`src/logic/adc_port_pkg.sv`:
```
// ****************************************************************
// Shared constants for the converter digital port
// ****************************************************************
package adc_port_pkg;

  // Sample word and pipeline
  localparam int SAMPLE_W = 10;
  localparam int LATENCY = 5;
  localparam int FILL_W = 3;
  localparam logic [2:0] FILL_FULL = 3'h5;
  // Offset binary: flipping the sign bit of a two's complement code
  localparam logic [9:0] SIGN_FLIP = 10'h200;
  localparam logic [9:0] NEG_FULL_CODE = 10'h200;

  // Capture buffer
  localparam int FIFO_DEPTH = 8;

  // Register bus
  localparam int ADR_W = 8;
  localparam logic [7:0] REG_CTRL = 8'h00;
  localparam logic [7:0] REG_STATUS = 8'h04;
  localparam logic [7:0] REG_DATA = 8'h08;

  // Control bit positions (also used for pins and applied levels)
  localparam int CTL_DISABLE = 0;
  localparam int CTL_SLEEP = 1;
  localparam int CTL_SPAN = 2;
  localparam int CTL_REF = 3;
  localparam int CTL_W = 4;
  localparam logic [3:0] CTRL_RESET = 4'h0;

  // Status bit positions
  localparam int ST_EMPTY_N = 4;
  localparam int ST_FULL = 5;
  localparam int ST_OVERFLOW = 6;
  localparam int ST_PRIMED = 7;

  // Data register layout
  localparam int DATA_VALID_BIT = 31;

endpackage : adc_port_pkg

```
`src/logic/adc_digital_port.sv`:
```
// Operation
// - Disable pin high floats all data outputs
// - Disable pin low drives data outputs unless the software disable bit is set
// - Sleep request high enters low power
// - Span select high 2Vp-p, low 1Vp-p unless the software span bit is set
// - Reference select high external, low internal unless the software reference bit is set
// - Word on ten pins, msb down lsb
// - Unconnected control inputs read as low
// - Output word updates on rising clock edge
// - Result appears five clocks after sampling
`timescale 1ns/10ps
module adc_digital_port (
  // Clock, reset, enable
  input wire logic clk_i,
  input wire logic rst_i,
  input wire logic ce_i,
  // Wishbone slave
  input wire logic wb_cyc_i,
  input wire logic wb_stb_i,
  input wire logic wb_we_i,
  input wire logic [7:0] wb_adr_i,
  input wire logic [3:0] wb_sel_i,
  input wire logic [31:0] wb_dat_i,
  output logic [31:0] wb_dat_o,
  output logic wb_ack_o,
  // Static control pins
  input wire logic output_disable_i,
  input wire logic sleep_request_i,
  input wire logic input_span_select_i,
  input wire logic reference_source_select_i,
  // Quantizer code, two's complement, one per clock
  input wire logic [9:0] raw_code_i,
  // Data pins, bit 9 is sample_msb and bit 0 is sample_lsb
  output logic [9:0] sample_o,
  output logic [9:0] sample_oe_o,
  // Analog front-end controls
  output logic low_power_o,
  output logic span_2vpp_o,
  output logic ref_external_o
);

  // ****************************************************************
  // State
  // ****************************************************************
  typedef struct packed {
    logic [3:0] pin_meta;
    logic [3:0] pin_sync;
    logic [3:0] ctrl;
    logic [3:0] applied;
    logic [4:0][9:0] pipe;
    logic [2:0] fill;
    logic [9:0] sample;
    logic [9:0] sample_oe;
    logic overflow;
    logic ack;
    logic [31:0] rdata;
  } port_state_t;

  port_state_t s_reg;
  port_state_t s_next;

  // Capture buffer handshake
  logic fifo_in_valid;
  logic fifo_in_ready;
  logic fifo_out_valid;
  logic fifo_out_ready;
  logic [9:0] fifo_out_data;
  logic [3:0] pins;
  logic bus_hit;
  logic [31:0] status_word;

  // ****************************************************************
  // Pins and bus decode
  // ****************************************************************
  assign pins = {reference_source_select_i, input_span_select_i,
                 sleep_request_i, output_disable_i};

  // A new request is taken only while no answer is pending
  assign bus_hit = wb_cyc_i && wb_stb_i && !s_reg.ack;

  // A word is captured each advancing edge once the pipe holds real samples
  // Words are dropped, not stalled, when software lags: the converter never waits
  assign fifo_in_valid = !s_reg.applied[adc_port_pkg::CTL_SLEEP]
                         && (s_reg.fill == adc_port_pkg::FILL_FULL);

  // Reading the data register drains one word
  assign fifo_out_ready = bus_hit && !wb_we_i && (wb_adr_i == adc_port_pkg::REG_DATA);

  // Status view of the block's own state, each flag at its package position
  always_comb begin
    status_word = 32'h00000000;
    status_word[adc_port_pkg::CTL_W-1:0] = s_reg.applied;
    status_word[adc_port_pkg::ST_EMPTY_N] = fifo_out_valid;
    status_word[adc_port_pkg::ST_FULL] = !fifo_in_ready;
    status_word[adc_port_pkg::ST_OVERFLOW] = s_reg.overflow;
    status_word[adc_port_pkg::ST_PRIMED] = (s_reg.fill == adc_port_pkg::FILL_FULL);
  end

  // ****************************************************************
  // Capture buffer
  // ****************************************************************
  sample_fifo #(
    .WIDTH(adc_port_pkg::SAMPLE_W),
    .DEPTH(adc_port_pkg::FIFO_DEPTH)
  ) u_capture_fifo (
    .clk_i(clk_i),
    .rst_i(rst_i),
    .ce_i(ce_i),
    .in_valid_i(fifo_in_valid),
    .in_ready_o(fifo_in_ready),
    .in_data_i(s_reg.pipe[adc_port_pkg::LATENCY-1]),
    .out_valid_o(fifo_out_valid),
    .out_ready_i(fifo_out_ready),
    .out_data_o(fifo_out_data)
  );

  // ****************************************************************
  // Next state
  // ****************************************************************
  always_comb begin
    s_next = s_reg;
    // Two-stage synchroniser on the static pins
    // Only pin_sync is read further on; pin_meta may still be settling
    s_next.pin_meta = pins;
    s_next.pin_sync = s_reg.pin_meta;

    // low default levels
    // A pin or a software bit can only assert a control; both rest low,
    // so an undriven pin (pulled down on the pad) leaves normal operation.
    s_next.applied = s_reg.pin_sync | s_reg.ctrl;

    s_next.sample_oe = {adc_port_pkg::SAMPLE_W{!s_next.applied[adc_port_pkg::CTL_DISABLE]}};

    // hold pipe asleep
    // Asleep the pipe and the pins freeze; the last word stays visible.
    if (!s_reg.applied[adc_port_pkg::CTL_SLEEP]) begin
      s_next.pipe[0] = raw_code_i ^ adc_port_pkg::SIGN_FLIP;
      for (int i = 1; i < adc_port_pkg::LATENCY; i++) begin
        s_next.pipe[i] = s_reg.pipe[i-1];
      end
      s_next.sample = s_reg.pipe[adc_port_pkg::LATENCY-1];
      if (s_reg.fill != adc_port_pkg::FILL_FULL) begin
        s_next.fill = s_reg.fill + 3'h1;
      end
    end

    // Bus answer is one cycle after the request, dropped the next cycle
    s_next.ack = bus_hit;
    if (bus_hit) begin
      s_next.rdata = 32'h00000000;
      if (wb_we_i) begin
        if (wb_adr_i == adc_port_pkg::REG_CTRL && wb_sel_i[0]) begin
          s_next.ctrl = wb_dat_i[3:0];
        end
      end else begin
        case (wb_adr_i)
          adc_port_pkg::REG_CTRL: s_next.rdata = {28'h0000000, s_reg.ctrl};
          adc_port_pkg::REG_STATUS: s_next.rdata = status_word;
          adc_port_pkg::REG_DATA: begin
            s_next.rdata[adc_port_pkg::DATA_VALID_BIT] = fifo_out_valid;
            s_next.rdata[9:0] = fifo_out_valid ? fifo_out_data : 10'h000;
          end
          default: s_next.rdata = 32'h00000000;
        endcase
      end
    end

    // Overflow is sticky; a new loss in the clearing cycle wins
    s_next.overflow = (s_reg.overflow
                       && !(bus_hit && wb_we_i && wb_sel_i[0]
                            && wb_adr_i == adc_port_pkg::REG_STATUS
                            && wb_dat_i[adc_port_pkg::ST_OVERFLOW]))
                      || (fifo_in_valid && !fifo_in_ready);
  end

  // ****************************************************************
  // State register
  // ****************************************************************
  // Reset zeroes control, so outputs float until the first enabled edge
  always_ff @(posedge clk_i) begin
    if (rst_i) begin
      s_reg <= '0;
    end else if (ce_i) begin
      s_reg <= s_next;
    end
  end

  // Outputs straight from the state register
  assign wb_dat_o = s_reg.rdata;
  assign wb_ack_o = s_reg.ack;
  assign sample_o = s_reg.sample;
  assign sample_oe_o = s_reg.sample_oe;
  assign low_power_o = s_reg.applied[adc_port_pkg::CTL_SLEEP];
  assign span_2vpp_o = s_reg.applied[adc_port_pkg::CTL_SPAN];
  assign ref_external_o = s_reg.applied[adc_port_pkg::CTL_REF];

  // ****************************************************************
  // Checks
  // ****************************************************************
  // Software disable reaches every data pin enable within one edge
  chk_disable_floats: assert property (
    @(posedge clk_i) disable iff (rst_i)
    (ce_i && s_reg.ctrl[adc_port_pkg::CTL_DISABLE])[*2] |-> sample_oe_o == 10'h000)
    else $error("Data pins still driven while disabled");

  // No disable request from either source leaves all pins driven
  chk_enable_drives: assert property (
    @(posedge clk_i) disable iff (rst_i)
    (ce_i && !s_reg.ctrl[adc_port_pkg::CTL_DISABLE]
     && !s_reg.pin_sync[adc_port_pkg::CTL_DISABLE])[*2]
    |-> sample_oe_o == 10'h3ff)
    else $error("Data pins not driven while enabled");

  // A software sleep request reaches the low-power output
  chk_sleep_enters: assert property (
    @(posedge clk_i) disable iff (rst_i)
    (ce_i && s_reg.ctrl[adc_port_pkg::CTL_SLEEP])[*2] |-> low_power_o)
    else $error("Low power not entered on sleep request");

  // Asleep, the data word does not move
  chk_sleep_holds: assert property (
    @(posedge clk_i) disable iff (rst_i)
    low_power_o && !$past(rst_i) |=> $stable(sample_o))
    else $error("Data word changed while asleep");

  // Span select follows the combined request
  chk_span_follows: assert property (
    @(posedge clk_i) disable iff (rst_i)
    ce_i && !$past(rst_i) |=> span_2vpp_o
      == ($past(s_reg.ctrl[adc_port_pkg::CTL_SPAN])
          | $past(s_reg.pin_sync[adc_port_pkg::CTL_SPAN])))
    else $error("Span select not applied");

  // A software reference request selects the external reference
  chk_ref_follows: assert property (
    @(posedge clk_i) disable iff (rst_i)
    (ce_i && s_reg.ctrl[adc_port_pkg::CTL_REF])[*2] |-> ref_external_o)
    else $error("External reference not selected");

  // Right after reset every control rests low
  chk_reset_low: assert property (
    @(posedge clk_i)
    $past(rst_i) && !rst_i |-> s_reg.ctrl == 4'h0 && !low_power_o)
    else $error("Control not low after reset");

  // Word changes only at an enabled, awake edge
  chk_edge_update: assert property (
    @(posedge clk_i) disable iff (rst_i)
    !$past(rst_i) && $changed(sample_o) |-> $past(ce_i) && !$past(low_power_o))
    else $error("Data word changed without an enabled edge");

  // Sample taken at one edge shows on the pins five edges later, msb first
  chk_five_latency: assert property (
    @(posedge clk_i) disable iff (rst_i)
    (ce_i && !low_power_o)[*6] ##1 1'b1
    |-> sample_o == ($past(raw_code_i, 6) ^ adc_port_pkg::SIGN_FLIP))
    else $error("Pipeline delay is not five clocks");

  // Most negative input gives the all-zero word
  chk_offset_binary: assert property (
    @(posedge clk_i) disable iff (rst_i)
    (ce_i && !low_power_o)[*6] ##1 ($past(raw_code_i, 6) == adc_port_pkg::NEG_FULL_CODE)
    |-> sample_o == 10'h000)
    else $error("Negative full scale not coded as zero");

  // The disable pin reaches every data pin enable through the synchroniser
  chk_pin_floats: assert property (
    @(posedge clk_i) disable iff (rst_i)
    (ce_i && s_reg.pin_sync[adc_port_pkg::CTL_DISABLE])[*2] |-> sample_oe_o == 10'h000)
    else $error("Data pins still driven while the disable pin is high");

  // With no sleep request from either source the converter keeps running
  chk_awake_runs: assert property (
    @(posedge clk_i) disable iff (rst_i)
    (ce_i && !s_reg.ctrl[adc_port_pkg::CTL_SLEEP]
     && !s_reg.pin_sync[adc_port_pkg::CTL_SLEEP])[*2] |-> !low_power_o)
    else $error("Low power held without a sleep request");

  // Internal reference whenever neither source asks for the external one
  chk_ref_internal: assert property (
    @(posedge clk_i) disable iff (rst_i)
    (ce_i && !s_reg.ctrl[adc_port_pkg::CTL_REF]
     && !s_reg.pin_sync[adc_port_pkg::CTL_REF])[*2] |-> !ref_external_o)
    else $error("External reference selected without a request");

  // The sign of the taken code lands inverted on the top data pin
  chk_msb_position: assert property (
    @(posedge clk_i) disable iff (rst_i)
    (ce_i && !low_power_o)[*6] ##1 1'b1
    |-> sample_o[9] == !$past(raw_code_i[9], 6))
    else $error("Most significant bit not on the top data pin");

  // A taken request is answered at the next edge
  chk_ack_taken: assert property (
    @(posedge clk_i) disable iff (rst_i)
    ce_i && wb_cyc_i && wb_stb_i && !wb_ack_o |=> wb_ack_o)
    else $error("Bus request not answered at the next edge");

  // The answer stands for a single enabled cycle
  chk_ack_single: assert property (
    @(posedge clk_i) disable iff (rst_i)
    ce_i && wb_ack_o |=> !wb_ack_o)
    else $error("Bus answer held for more than one cycle");

endmodule : adc_digital_port

```
`src/logic/sample_fifo.sv`:
```
`timescale 1ns/10ps
// ****************************************************************
// Small synchronous FIFO held in flip-flops
// ****************************************************************
module sample_fifo #(
  parameter int WIDTH = 10,
  parameter int DEPTH = 8
) (
  // Clock, reset, enable
  input wire logic clk_i,
  input wire logic rst_i,
  input wire logic ce_i,
  // Filling side
  input wire logic in_valid_i,
  output logic in_ready_o,
  input wire logic [WIDTH-1:0] in_data_i,
  // Draining side
  output logic out_valid_o,
  input wire logic out_ready_i,
  output logic [WIDTH-1:0] out_data_o
);

  localparam int AW = $clog2(DEPTH);

  typedef struct packed {
    logic [DEPTH-1:0][WIDTH-1:0] mem;
    logic [AW-1:0] wr;
    logic [AW-1:0] rd;
    logic [AW:0] cnt;
  } fifo_state_t;

  fifo_state_t s_reg;
  fifo_state_t s_next;
  logic push;
  logic pop;

  // Depth must be a power of two so that pointers wrap by themselves
  assign in_ready_o = (s_reg.cnt != (AW + 1)'(DEPTH));
  assign out_valid_o = (s_reg.cnt != '0);
  assign out_data_o = s_reg.mem[s_reg.rd];
  assign push = in_valid_i && in_ready_o;
  assign pop = out_ready_i && out_valid_o;

  // Next state: write at the tail, read at the head
  always_comb begin
    s_next = s_reg;
    if (push) begin
      s_next.mem[s_reg.wr] = in_data_i;
      s_next.wr = s_reg.wr + 1'b1;
    end
    if (pop) begin
      s_next.rd = s_reg.rd + 1'b1;
    end
    case ({push, pop})
      2'b10: s_next.cnt = s_reg.cnt + 1'b1;
      2'b01: s_next.cnt = s_reg.cnt - 1'b1;
      default: s_next.cnt = s_reg.cnt;
    endcase
  end

  // State register
  always_ff @(posedge clk_i) begin
    if (rst_i) begin
      s_reg <= '0;
    end else if (ce_i) begin
      s_reg <= s_next;
    end
  end

endmodule : sample_fifo

```
`config.mk`:
```
export PLATFORM = sky130hd
export DESIGN_NAME = adc_digital_port
export DESIGN_NICKNAME = d
export VERILOG_FILES = /design/src/logic/adc_port_pkg.sv /design/src/logic/adc_digital_port.sv /design/src/logic/sample_fifo.sv
export SDC_FILE = /design/constraint.sdc
export NUM_CORES = 1
export LEC_CHECK = 0
export ABC_AREA = 0
export BUFFER_PORTS_ARGS = -buffer_cell sky130_fd_sc_hd__buf_2
export CAP_MARGIN = 20
export CORE_UTILIZATION = 61
export CTS_CLUSTER_DIAMETER = 120
export DETAILED_ROUTE_END_ITERATION = 6
export GPL_TIMING_DRIVEN = 0
export PLACE_DENSITY = 0.95
export SLEW_MARGIN = 20
export SYNTH_ARGS = -nofsm -noshare
export SYNTH_HDL_FRONTEND = slang
export SYNTH_HIERARCHICAL = 1
export SYNTH_SLANG_ARGS = --single-unit
```
`constraint.sdc`:
```
create_clock -name clk_i -period 4.7 [get_ports clk_i]
set_input_delay 0.705 -clock clk_i [delete_from_list [all_inputs] [get_ports clk_i]]
set_output_delay 0.705 -clock clk_i [all_outputs]
set_load 0.005 [all_outputs]
```
==> Word-level counts from Yosys, hierarchy flattened <==
Index checks and enable logic that the tools add are counted.
{ "totals": {"reg_bits": 204, "input_bits": 64} }
{ "classes": {"mux": 10, "n_reduce_logical": 32, "n_lt_le_gt_ge": 3, "n_addsub": 5, "eq_ne": 7, "n_bitwise": 3} }
{ "ops": {"columns": ["operator", "n"], "rows": [
  ["$bwmux W80", 1],
  ["$mux W32", 1],
  ["$bmux W10 S3", 1],
  ["$demux W10 S3", 1],
  ["$mux W10", 3],
  ["$pmux W10 S3", 1],
  ["$logic_and A1 B1 Y1", 15],
  ["$reduce_and A2 Y1", 5],
  ["$add A3 B1 Y3 const B", 3],
  ["$eq A8 B3 Y1 const B", 1],
  ["$eq A8 B4 Y1 const B", 1],
  ["$logic_not A8 Y1", 1],
  ["$lt A3 B4 Y1 const B", 2],
  ["$pmux W4 S2", 1],
  ["$logic_not A1 Y1", 6],
  ["$add A4 B1 Y4 const B", 1],
  ["$ne A4 B4 Y1 const B", 1],
  ["$or A4 B4 Y4", 1],
  ["$reduce_and A4 Y1", 1],
  ["$reduce_bool A4 Y1", 1],
  ["$sub A4 B1 Y4 const B", 1],
  ["$eq A3 B3 Y1 const B", 1],
  ["$ge A3 B1 Y1 const B", 1],
  ["$ne A3 B3 Y1 const B", 1],
  ["other kinds (7)", 8]
]} }

==> Longest topological paths before layout <==
Gate-level depths: netlist of run 1.
{ "depth": {"word_depth": 9, "ltp_mapped": 13, "mapped_depth_nobuf": 12} }

==> Hierarchy <==
The synthesis of run 1 kept the hierarchy.
{ "modules_own_cells": {"columns": ["module", "cells_each", "instances", "seq_area_each_um2", "area_per_inst_um2"], "rows": [
  ["sample_fifo", 375, 1, 1801.7, 4057.6],
  ["adc_digital_port", 473, 1, 1861.8, 3963.8]
]} }

==> Least setup slack after synthesis of run 1 <==
Ideal clock, no wire load.
{ "synth_timing": {"path_type": "input to register", "start": "in wb_adr_i[2]", "end": "reg u_capture_fifo/s_reg[2] (netlist name)", "stages": 13, "t_arrival_ns": 2.625, "required_ns": 4.584, "setup_slack_ns": 1.958, "cell_sequence": "buf_4 -> nor2b_1 -> clkbuf_1 -> nand4_1 -> nor2_1 -> and2_1 -> ha_1 -> xor2_1 -> ha_1 -> a21oi_1 -> xnor2_1 -> a21oi_1 -> a31o_2"} }
{ "synth_between": {"elab_chain_len": 6, "elab_cells_between_ends": 8} }
{ "synth_rtl": {"columns": ["item", "line", "text"], "rows": [
  ["from (decl)", "adc_digital_port.sv:21", "input wire logic [7:0] wb_adr_i,"],
  ["$eq A8 B4 Y1 *", "adc_digital_port.sv:87", "assign fifo_out_ready = bus_hit && !wb_we_i && (wb_adr_i == adc_port_pkg::REG_DATA);"],
  ["$logic_and A1 B1 Y1 *", "adc_digital_port.sv:87", null],
  ["named net fifo_out_ready", "adc_digital_port.sv:66", "logic fifo_out_ready;"],
  ["$logic_and A1 B1 Y1 *", "sample_fifo.sv:42", "assign pop = out_ready_i && out_valid_o;"],
  ["$eq A2 B2 Y1 / $eq A2 B1 Y1 (equally long branches)", "sample_fifo.sv:54", "case ({push, pop})"],
  ["$reduce_bool A2 Y1 (no line)", null, null],
  ["$reduce_and A2 Y1 (no line)", null, null],
  ["to (signal assigned)", "sample_fifo.sv:66", "s_reg <= s_next;"],
  ["to (decl)", "sample_fifo.sv:32", "fifo_state_t s_reg;"]
]} }
The timed path passes the listed nets; every way through them passes the cells marked *.
A chain may end at the register's enable or synchronous reset.

==> Worst setup path in the final report of run 1 <==
{ "layout_timing": {"start": "reg u_capture_fifo/s_reg[0] (netlist name)", "end": "reg u_capture_fifo/s_reg[2] (netlist name)"} }
{ "layout_between": {"elab_chain_len": 5, "elab_cells_between_ends": 11} }
{ "layout_rtl": {"columns": ["item", "line", "text"], "rows": [
  ["$reduce_bool A4 Y1 *", "sample_fifo.sv:39", "assign out_valid_o = (s_reg.cnt != '0);"],
  ["named net fifo_out_valid", "adc_digital_port.sv:65", "logic fifo_out_valid;"],
  ["$logic_and A1 B1 Y1 *", "sample_fifo.sv:42", null],
  ["$eq A2 B2 Y1 / $eq A2 B1 Y1 (equally long branches)", "sample_fifo.sv:54", null],
  ["$reduce_bool A2 Y1 (no line)", null, null],
  ["$reduce_and A2 Y1 (no line)", null, null]
]} }
Marked as above.

==> results.md, run 1 <==
- DP HPWL: 12600 um
- Vias in the first global route: 6192
- Vias per cell: 5.79
- Max Freq: 358 MHz
- Ranking of synthesized cells by area: dfxtp_1, mux2i_1, nand2_1
- Area after DPL: 8640 um2
- Post-CTS setup buffers: 0
- Sink Count: 183
- Most common cell in the synthesized netlist: dfxtp_1
- Final period util: 0.595
- Root buffer cell: clkbuf_16
- ANT cells: 0
- Initial antenna violation count: 0
- Max FFs per register: 90
- Vias: 6585
- Final Routed Wirelength: 19700 um
- Number of H-tree levels: 4
- Worst EP required: 5.03 ns
- Drt initial violations: 802
- Slew Viols, Final: 0
- Worst setup margin: 1.90 ns
- Inserted Clock Buffers: 17
- Post-CTS Resized: 0
- Final Critical Period: 2.80 ns
- Tot Pwr: 3.08 mW
- Worst-path fanout max: 12
- Reg clk slew, reported paths: 0.07 ns
- Failing checks: design-rule violations
- CP peak stage delay: 0.74 ns
- CTS tree: built
- Worst slew pin tran: 0.626 ns
- Crit Path Class: register to register
- Worst vdd ir: 357 uV
- Pwr dens: 335 nW/um2
- Share of the synthesized area in the top cell type: 0.457
- Hold_buf cts: 0
- Port Buffer Count: 65
- GRT overflow: 0
- Crit. Startpoint: u_capture_fifo/s_reg[0]$_SDFFE_PP0P_
- Synth cell types: 51
- Die Area: 13600 um2
- Maximum clock path buffer count: 2
- Register area: 3660 um2
- Global-route wire length before repair: 30400 um
- GRT Resource Usage Total: 0.298
- Hold Crit Start: raw_code_i[9]
- Die width: 117 um
- Dominant synthesized flop cell: dfxtp_1
- Initial Utilization: 0.631
- Final Cell Area: 9190 um2
- Slew headroom: 0.583
- RSZ-0062 raised after global routing: false
- I/O pin total: 120
- P_leak: 3.54 nW
- Yosys top cell by area: dfxtp_1
- Area of the multi-input gates: 3680 um2
- Max stage delay cell, worst path: or4_1
- Yosys reg bits: 183
- Final Skew: 0.00816 ns
- Worst path cell trace: or4_1 > and2_1 > ha_1 > xor2_1 > ha_1 > a21oi_1 > xnor2_1 > a21oi_1 > a31o_2
- Warnings, synthesis: 6
- Share of layout cells above drive strength 1: 0.230
- Dpl ws: 1.53 ns
- Post-synth EDFFs: 0
- Critical R2R Launch: u_capture_fifo/s_reg[0]$_SDFFE_PP0P_
- Status: finished, violations left
- # fillers: 800
- HP Class: input port to register
- Mapped Area: 8020 um2
- Final setup vio count: 0
- Largest net degree at the start of global routing: 17
- Syn Inst Count: 848
- Async SR Flop Fraction: 0
- Core Box Area: 12700 um2
- Max-cap violations: 0
- Die height: 117 um
- Rows: 41
- First-pass DRT Iterations: 7
- Layout area overhead: 14.5%
- WL per Instance: 17.4 um
- Gpl congestion: 0.811
- Nets: 1023
- DRC: 1
- CP arrival: 3.12 ns
- Setup TNS: 0 ns
- Crit start category: register
- Kind of end point of the critical path: register
- Seq/Total Area, Yosys: 0.457
- Post-DRT Antenna Nets: 0
- Final hold vios: 0
- Syn avg cell area: 9.46 um2
- Clk_lat worst skew: 0.44 ns
- Synth top cells by count: dfxtp_1, nand2_1, nor2_1
## power by group
group	internal [mW]	total [mW]	switching, mW
clock	0.711	1.33	0.617
combinational	0.0648	0.169	0.104
sequential	1.57	1.58	0.0137
## per-stage QoR
step	hold slack, ns	cells	util
CTS	0.431	1137	0.722
finish	0.444	1137	0.722
floorplan	0.432	868	-
global route	0.443	1137	0.722
detailed placement	0.445	1105	0.679
global placement	0.439	1105	0.679
## cell usage in the layout (no fill, tap or decap), types with 6 or more instances in the layout
master and count:
dfxtp_1 183, nand2_1 133, nor2_1 111, mux2i_1 96, buf_2 88, a21oi_1 67, buf_4 61, clkbuf_1 28
conb_1 21, mux4_2 20, clkbuf_16 17, mux2_2 10, o2bb2ai_1 8, nand3_1 7, nor3_1 7, ha_1 7
and2_1 6, a211oi_1 6
## cells by family (layout without fill, tap and decap cells)
kind of cell,after synthesis,after routing,share of synthesized area
other,1,21,0.000467
muxes,126,126,0.190
adders and majority gates,7,7,0.0109
xor gates and xnor gates,7,7,0.00764
buffers and inverters,124,221,0.0939
and+or+nand+nor,300,300,0.166
DFF,183,183,0.457
AOI/OAI and AO/OA,100,100,0.0746
## critical path, delay by kind of cell (launching register included)
family | cells | cell delay [ns]
AND/OR/NAND/NOR | 2 | 1.02
adder cells (fa/ha/maj) | 2 | 0.47
flip-flops | 1 | 0.39
XOR/XNOR | 2 | 0.34
AO/OA/AOI/OAI | 3 | 0.47
## final timing paths
| check | endpoint | slack, ns | depth (start not counted) |
|---|---|---|---|
| worst max-delay path | u_capture_fifo/s_reg[2]$_SDFFE_PP0P_ | 1.90 | 9 |
| worst min-delay path | s_reg[66]$_SDFFE_PP0P_ | 0.44 | 2 |
| worst max register to register | u_capture_fifo/s_reg[2]$_SDFFE_PP0P_ | 1.90 | 9 |
| worst min register to register | s_reg[67]$_SDFFE_PP0P_ | 0.45 | 2 |
## routing by layer
metal | wire length (um) | track usage
met1 | 7760 | 0.358
met2 | 9500 | 0.496
met3 | 1640 | 0.0690
met4 | 831 | 0.165
met5 | 0 | 0
## cell type report
cell class / count / share of cell area
buffer: 119 / 0.0800
clock buffer: 20 / 0.0497
clock inverter: 12 / 0.0101
inverter: 5 / 0.00204
multi-input combinational: 561 / 0.401
sequential: 183 / 0.399
tap: 172 / 0.0234
timing repair buffer: 65 / 0.0354
No activity file was read; power rests on OpenSTA's default activity.
==> run 2, diff against run 1 <==
--- a/config.mk
+++ b/config.mk
@@ -5,14 +5,14 @@
 export SDC_FILE = /design/constraint.sdc
 export NUM_CORES = 1
 export LEC_CHECK = 0
-export ABC_AREA = 0
+export ABC_AREA = 1
 export BUFFER_PORTS_ARGS = -buffer_cell sky130_fd_sc_hd__buf_2
 export CAP_MARGIN = 20
-export CORE_UTILIZATION = 61
+export CORE_UTILIZATION = 52
 export CTS_CLUSTER_DIAMETER = 120
 export DETAILED_ROUTE_END_ITERATION = 6
 export GPL_TIMING_DRIVEN = 0
-export PLACE_DENSITY = 0.95
+export PLACE_DENSITY = 0.88
 export SLEW_MARGIN = 20
 export SYNTH_ARGS = -nofsm -noshare
 export SYNTH_HDL_FRONTEND = slang
==> constraint.sdc (replaced) <==
create_clock -name clk_i -period 2.3 [get_ports clk_i]
set_input_delay 0.345 -clock clk_i [delete_from_list [all_inputs] [get_ports clk_i]]
set_output_delay 0.345 -clock clk_i [all_outputs]
set_load 0.005 [all_outputs]
==> run 2 against run 1 <==
The flow still finishes with violations (design-rule violations). Synthesized area increased by 4.0%. Final cell count increased by 33%. Sequential power increased by 110%. Maximum frequency increased by 28%. Critical endpoint is now wb_dat_o[2]$_SDFFE_PP0P_. Worst setup slack got worse by 1.8 ns.
==> results.md, run 2 <==
- Tot Pwr: 6.71 mW (+120%)
- Crit Path Class: register to register
- Leading cell type in the layout, fill and taps excluded: nor2_1
- Crit path max-delay family: buffers and inverters
- Post-synth EDFFs: 0 (unchanged)
- Sink Count: 183 (unchanged)
- Xor and xnor area share after synthesis: 0.00210 (-0.00554)
- Die width: 129 um (+10%)
- Worst hold slack: 0.0870 ns (-0.357 ns)
- Worst slew pin tran: 0.649 ns (+0.0234 ns)
- Crit start category: register
- Die Area: 16600 um2 (+22%)
- Most common cell in the synthesized netlist: nor2_1
- GRT overflow: 0 (unchanged)
- First-pass DRT Iterations: 7 (unchanged)
- Synth top cells by count: nor2_1, o21ai_0, dfxtp_1
- Max FFs per register: 90 (unchanged)
- Syn avg cell area: 7.04 um2 (-26%)
- Kind of end point of the critical path: register
- Drt initial violations: 927 (+16%)
- Initial antenna violation count: 0 (unchanged)
- Syn Inst Count: 1185 (+40%)
- Port Buffer Count: 68 (+4.6%)
- Rows: 45 (+9.8%)
- I/O pin total: 120 (unchanged)
- GRT Resource Usage Total: 0.270 (-0.0286)
- Final Skew: 0.0116 ns (+0.00349 ns)
- Post-DRT Antenna Nets: 0 (unchanged)
- Max stage delay cell, worst path: clkbuf_1
- Slew Viols, Final: 0 (unchanged)
- Synth Area in Compound Gates: 0.153 (+0.0786)
- HP Class: input port to register
- Slew headroom: 0.567 (-0.0156)
- CTS tree: built
- Pwr dens: 698 nW/um2 (+110%)
- DP Cell Count: 1484 (+34%)
- R2R Setup Slk: 0.11 ns (-1.79 ns)
- Final hold vios: 0 (unchanged)
- Share of layout cells above drive strength 1: 0.158 (-0.0723)
- Status: finished, violations left
- DR WL met2: 9830 um (+3.4%)
- M1 WL: 9510 um (+22%)
- WL per Instance: 14.5 um (-17%)
- Crit. Startpoint: u_capture_fifo/s_reg[4]$_SDFFE_PP0P_
- Yosys top cell by area: dfxtp_1
- Gpl congestion: 0.955 (+18%)
- Worst Setup EP: wb_dat_o[2]$_SDFFE_PP0P_
- DP HPWL: 15000 um (+19%)
- Vias: 8096 (+23%)
- WP depth: 13 (+4)
- P_leak: 4.44 nW (+25%)
- Met3 wire len: 1970 um (+20%)
- Reg clk slew, reported paths: 0.07 ns (about the same)
- Initial Utilization: 0.541 (-0.0898)
- Adder-cell share of the synthesized area: 0.0105 (-0.000419)
- RR Endpoint: wb_dat_o[2]$_SDFFE_PP0P_
- Worst reg-to-reg path cell count: 13 (+4)
- Seq/Total Area, Yosys: 0.439 (-0.0175)
- Number of H-tree levels: 4 (unchanged)
- CP peak stage delay: 0.44 ns (-0.30 ns)
- Worst EP required: 2.62 ns (-2.41 ns)
- Setup TNS: 0 ns (unchanged)
- Final Routed Wirelength: 21900 um (+11%)
- Core Box Area: 15400 um2 (+21%)
- Most frequent cells in the layout: nor2_1, o21ai_0, dfxtp_1
- Inserted Clock Buffers: 17 (unchanged)
- Max-cap violations: 0 (unchanged)
- Warnings, synthesis: 6 (unchanged)
- Simple-Gate Fraction of Synth Area: 0.274 (+0.109)
- Critical R2R Launch: u_capture_fifo/s_reg[4]$_SDFFE_PP0P_
- Die height: 129 um (+10%)
- Final Critical Period: 2.19 ns (-0.610 ns)
- Layout area overhead: 15.3%
- Root buffer cell: clkbuf_16
- Worst setup margin: 0.113 ns (-1.79 ns)
- Global-route wire length before repair: 34600 um (+14%)
- Dpl ws: -0.393 ns (-1.93 ns)
- Vias per cell: 5.34 (-7.9%)
- Async SR Flop Fraction: 0 (unchanged)
- Failing checks: design-rule violations
- Worst vdd ir: 559 uV (+56%)
- Yosys reg bits: 183 (unchanged)
- Final period util: 0.951 (+0.356)
- ANT cells: 0 (unchanged)
- CP most frequent cell: nand2_1
- Mapped Area: 8340 um2 (+4.0%)
- Worst path cell trace: inv_1 > clkbuf_1 > a21oi_1 > o21ai_0 > o21ai_0 > nand2_1 > nand2_1 > nand2_1 > inv_1 > nand3_1 > nand3_1 > nand2_1 > a21oi_1
- Largest family of logic cells by synthesized area: simple AND/OR/NAND/NOR gates
- Maximum clock path buffer count: 2 (unchanged)
- Synth cell types: 32 (-37%)
- Clk_lat worst skew: 0.45 ns (about the same)
- Dominant synthesized flop cell: dfxtp_1
- Final setup vio count: 0 (unchanged)
- Buffers & Inverters on Critical Path: 3 (+3)
- Ranking of synthesized cells by area: dfxtp_1, nor2_1, o21ai_0
- Share of the synthesized area in the top cell type: 0.439 (-0.0175)
- DRC: 3 (+2)
- Vias in the first global route: 6942 (+12%)
- Largest net degree at the start of global routing: 19 (+2)
- Mux share of post-synthesis cell area: 0 (-0.190)
- Highest routed layer: met4
- Finished Layout Cells: 1517 (+33%)
- Nets: 1364 (+33%)
- Max Freq: 457 MHz (+28%)
- Worst-path fanout max: 10 (-2)
- CP arrival: 2.51 ns (-0.61 ns)
-- run 2: cell families (layout without fill, tap and decap cells) --
logic type	after synthesis	count (layout)
AND/OR/NAND/NOR	546	546
XOR/XNOR	2	2
buffers and inverters	195	296
other	1	21
flip-flops	183	183
AO/OA/AOI/OAI	251	251
adder cells (fa/ha/maj)	7	7
-- run 2: worst min-delay path by stage --
stage | cells after the start | start | slack [ns] | endpoint
final | 2 | raw_code_i[9] | 0.09 | s_reg[66]$_SDFFE_PP0P_
after global routing | 2 | raw_code_i[9] | 0.08 | s_reg[66]$_SDFFE_PP0P_
after CTS | 2 | raw_code_i[9] | 0.08 | s_reg[66]$_SDFFE_PP0P_
after detailed placement | 2 | s_reg[117]$_SDFFE_PP0P_ | 0.45 | s_reg[117]$_SDFFE_PP0P_
after global placement | 2 | s_reg[117]$_SDFFE_PP0P_ | 0.44 | s_reg[117]$_SDFFE_PP0P_
after floorplan | 1 | rst_i | 0.41 | s_reg[33]$_SDFFE_PP0P_
-- run 2: cell type report --
cell class,instances,area [um2]
Clock inverter,13,129
Clock buffer,19,443
Multi-Input combinational cell,827,3760
Sequential cell,183,3660
Buffer,128,752
Inverter,67,251
Fill cell,1378,5810
Tap cell,211,264
Timing Repair Buffer,69,348
-- run 2: worst reg2reg max path, cell delays in order, from the launching register on --
cell,delay [ns]
dfxtp_1,0.35
inv_1,0.21
clkbuf_1,0.44
a21oi_1,0.12
o21ai_0,0.15
o21ai_0,0.16
nand2_1,0.08
nand2_1,0.09
nand2_1,0.12
inv_1,0.05
nand3_1,0.08
nand3_1,0.08
nand2_1,0.06
a21oi_1,0.05
-- run 2: power breakdown --
group          internal [mW]  switching (mW)  total (mW)
Sequential              3.27          0.0672        3.34
Combinational          0.203           0.320       0.523
Clock                   1.47            1.38        2.85
Total                   4.95            1.76        6.71
-- run 2: repair_timing --
item,in CTS,in global routing
setup endpoints to repair,1,2
buffers inserted,0,1
pin swaps,0,0
resized for setup,1,4
cloned,0,0
hold buffers,0,0
-- run 2: stage by stage --
stage / area [um2] / util
after global placement: 9020 / 0.585
after detailed placement: 9020 / 0.585
final: 9610 / 0.623
after floorplan: 8420 / -
after CTS: 9590 / 0.622
after global routing: 9610 / 0.623
-- run 2: routing by layer --
metal / global-route usage / vias to the layer above
met2: 0.421 / 391
met1: 0.363 / 3671
li1: - / 3979
met4: 0.121 / 0
met5: 0 / -
met3: 0.0511 / 55
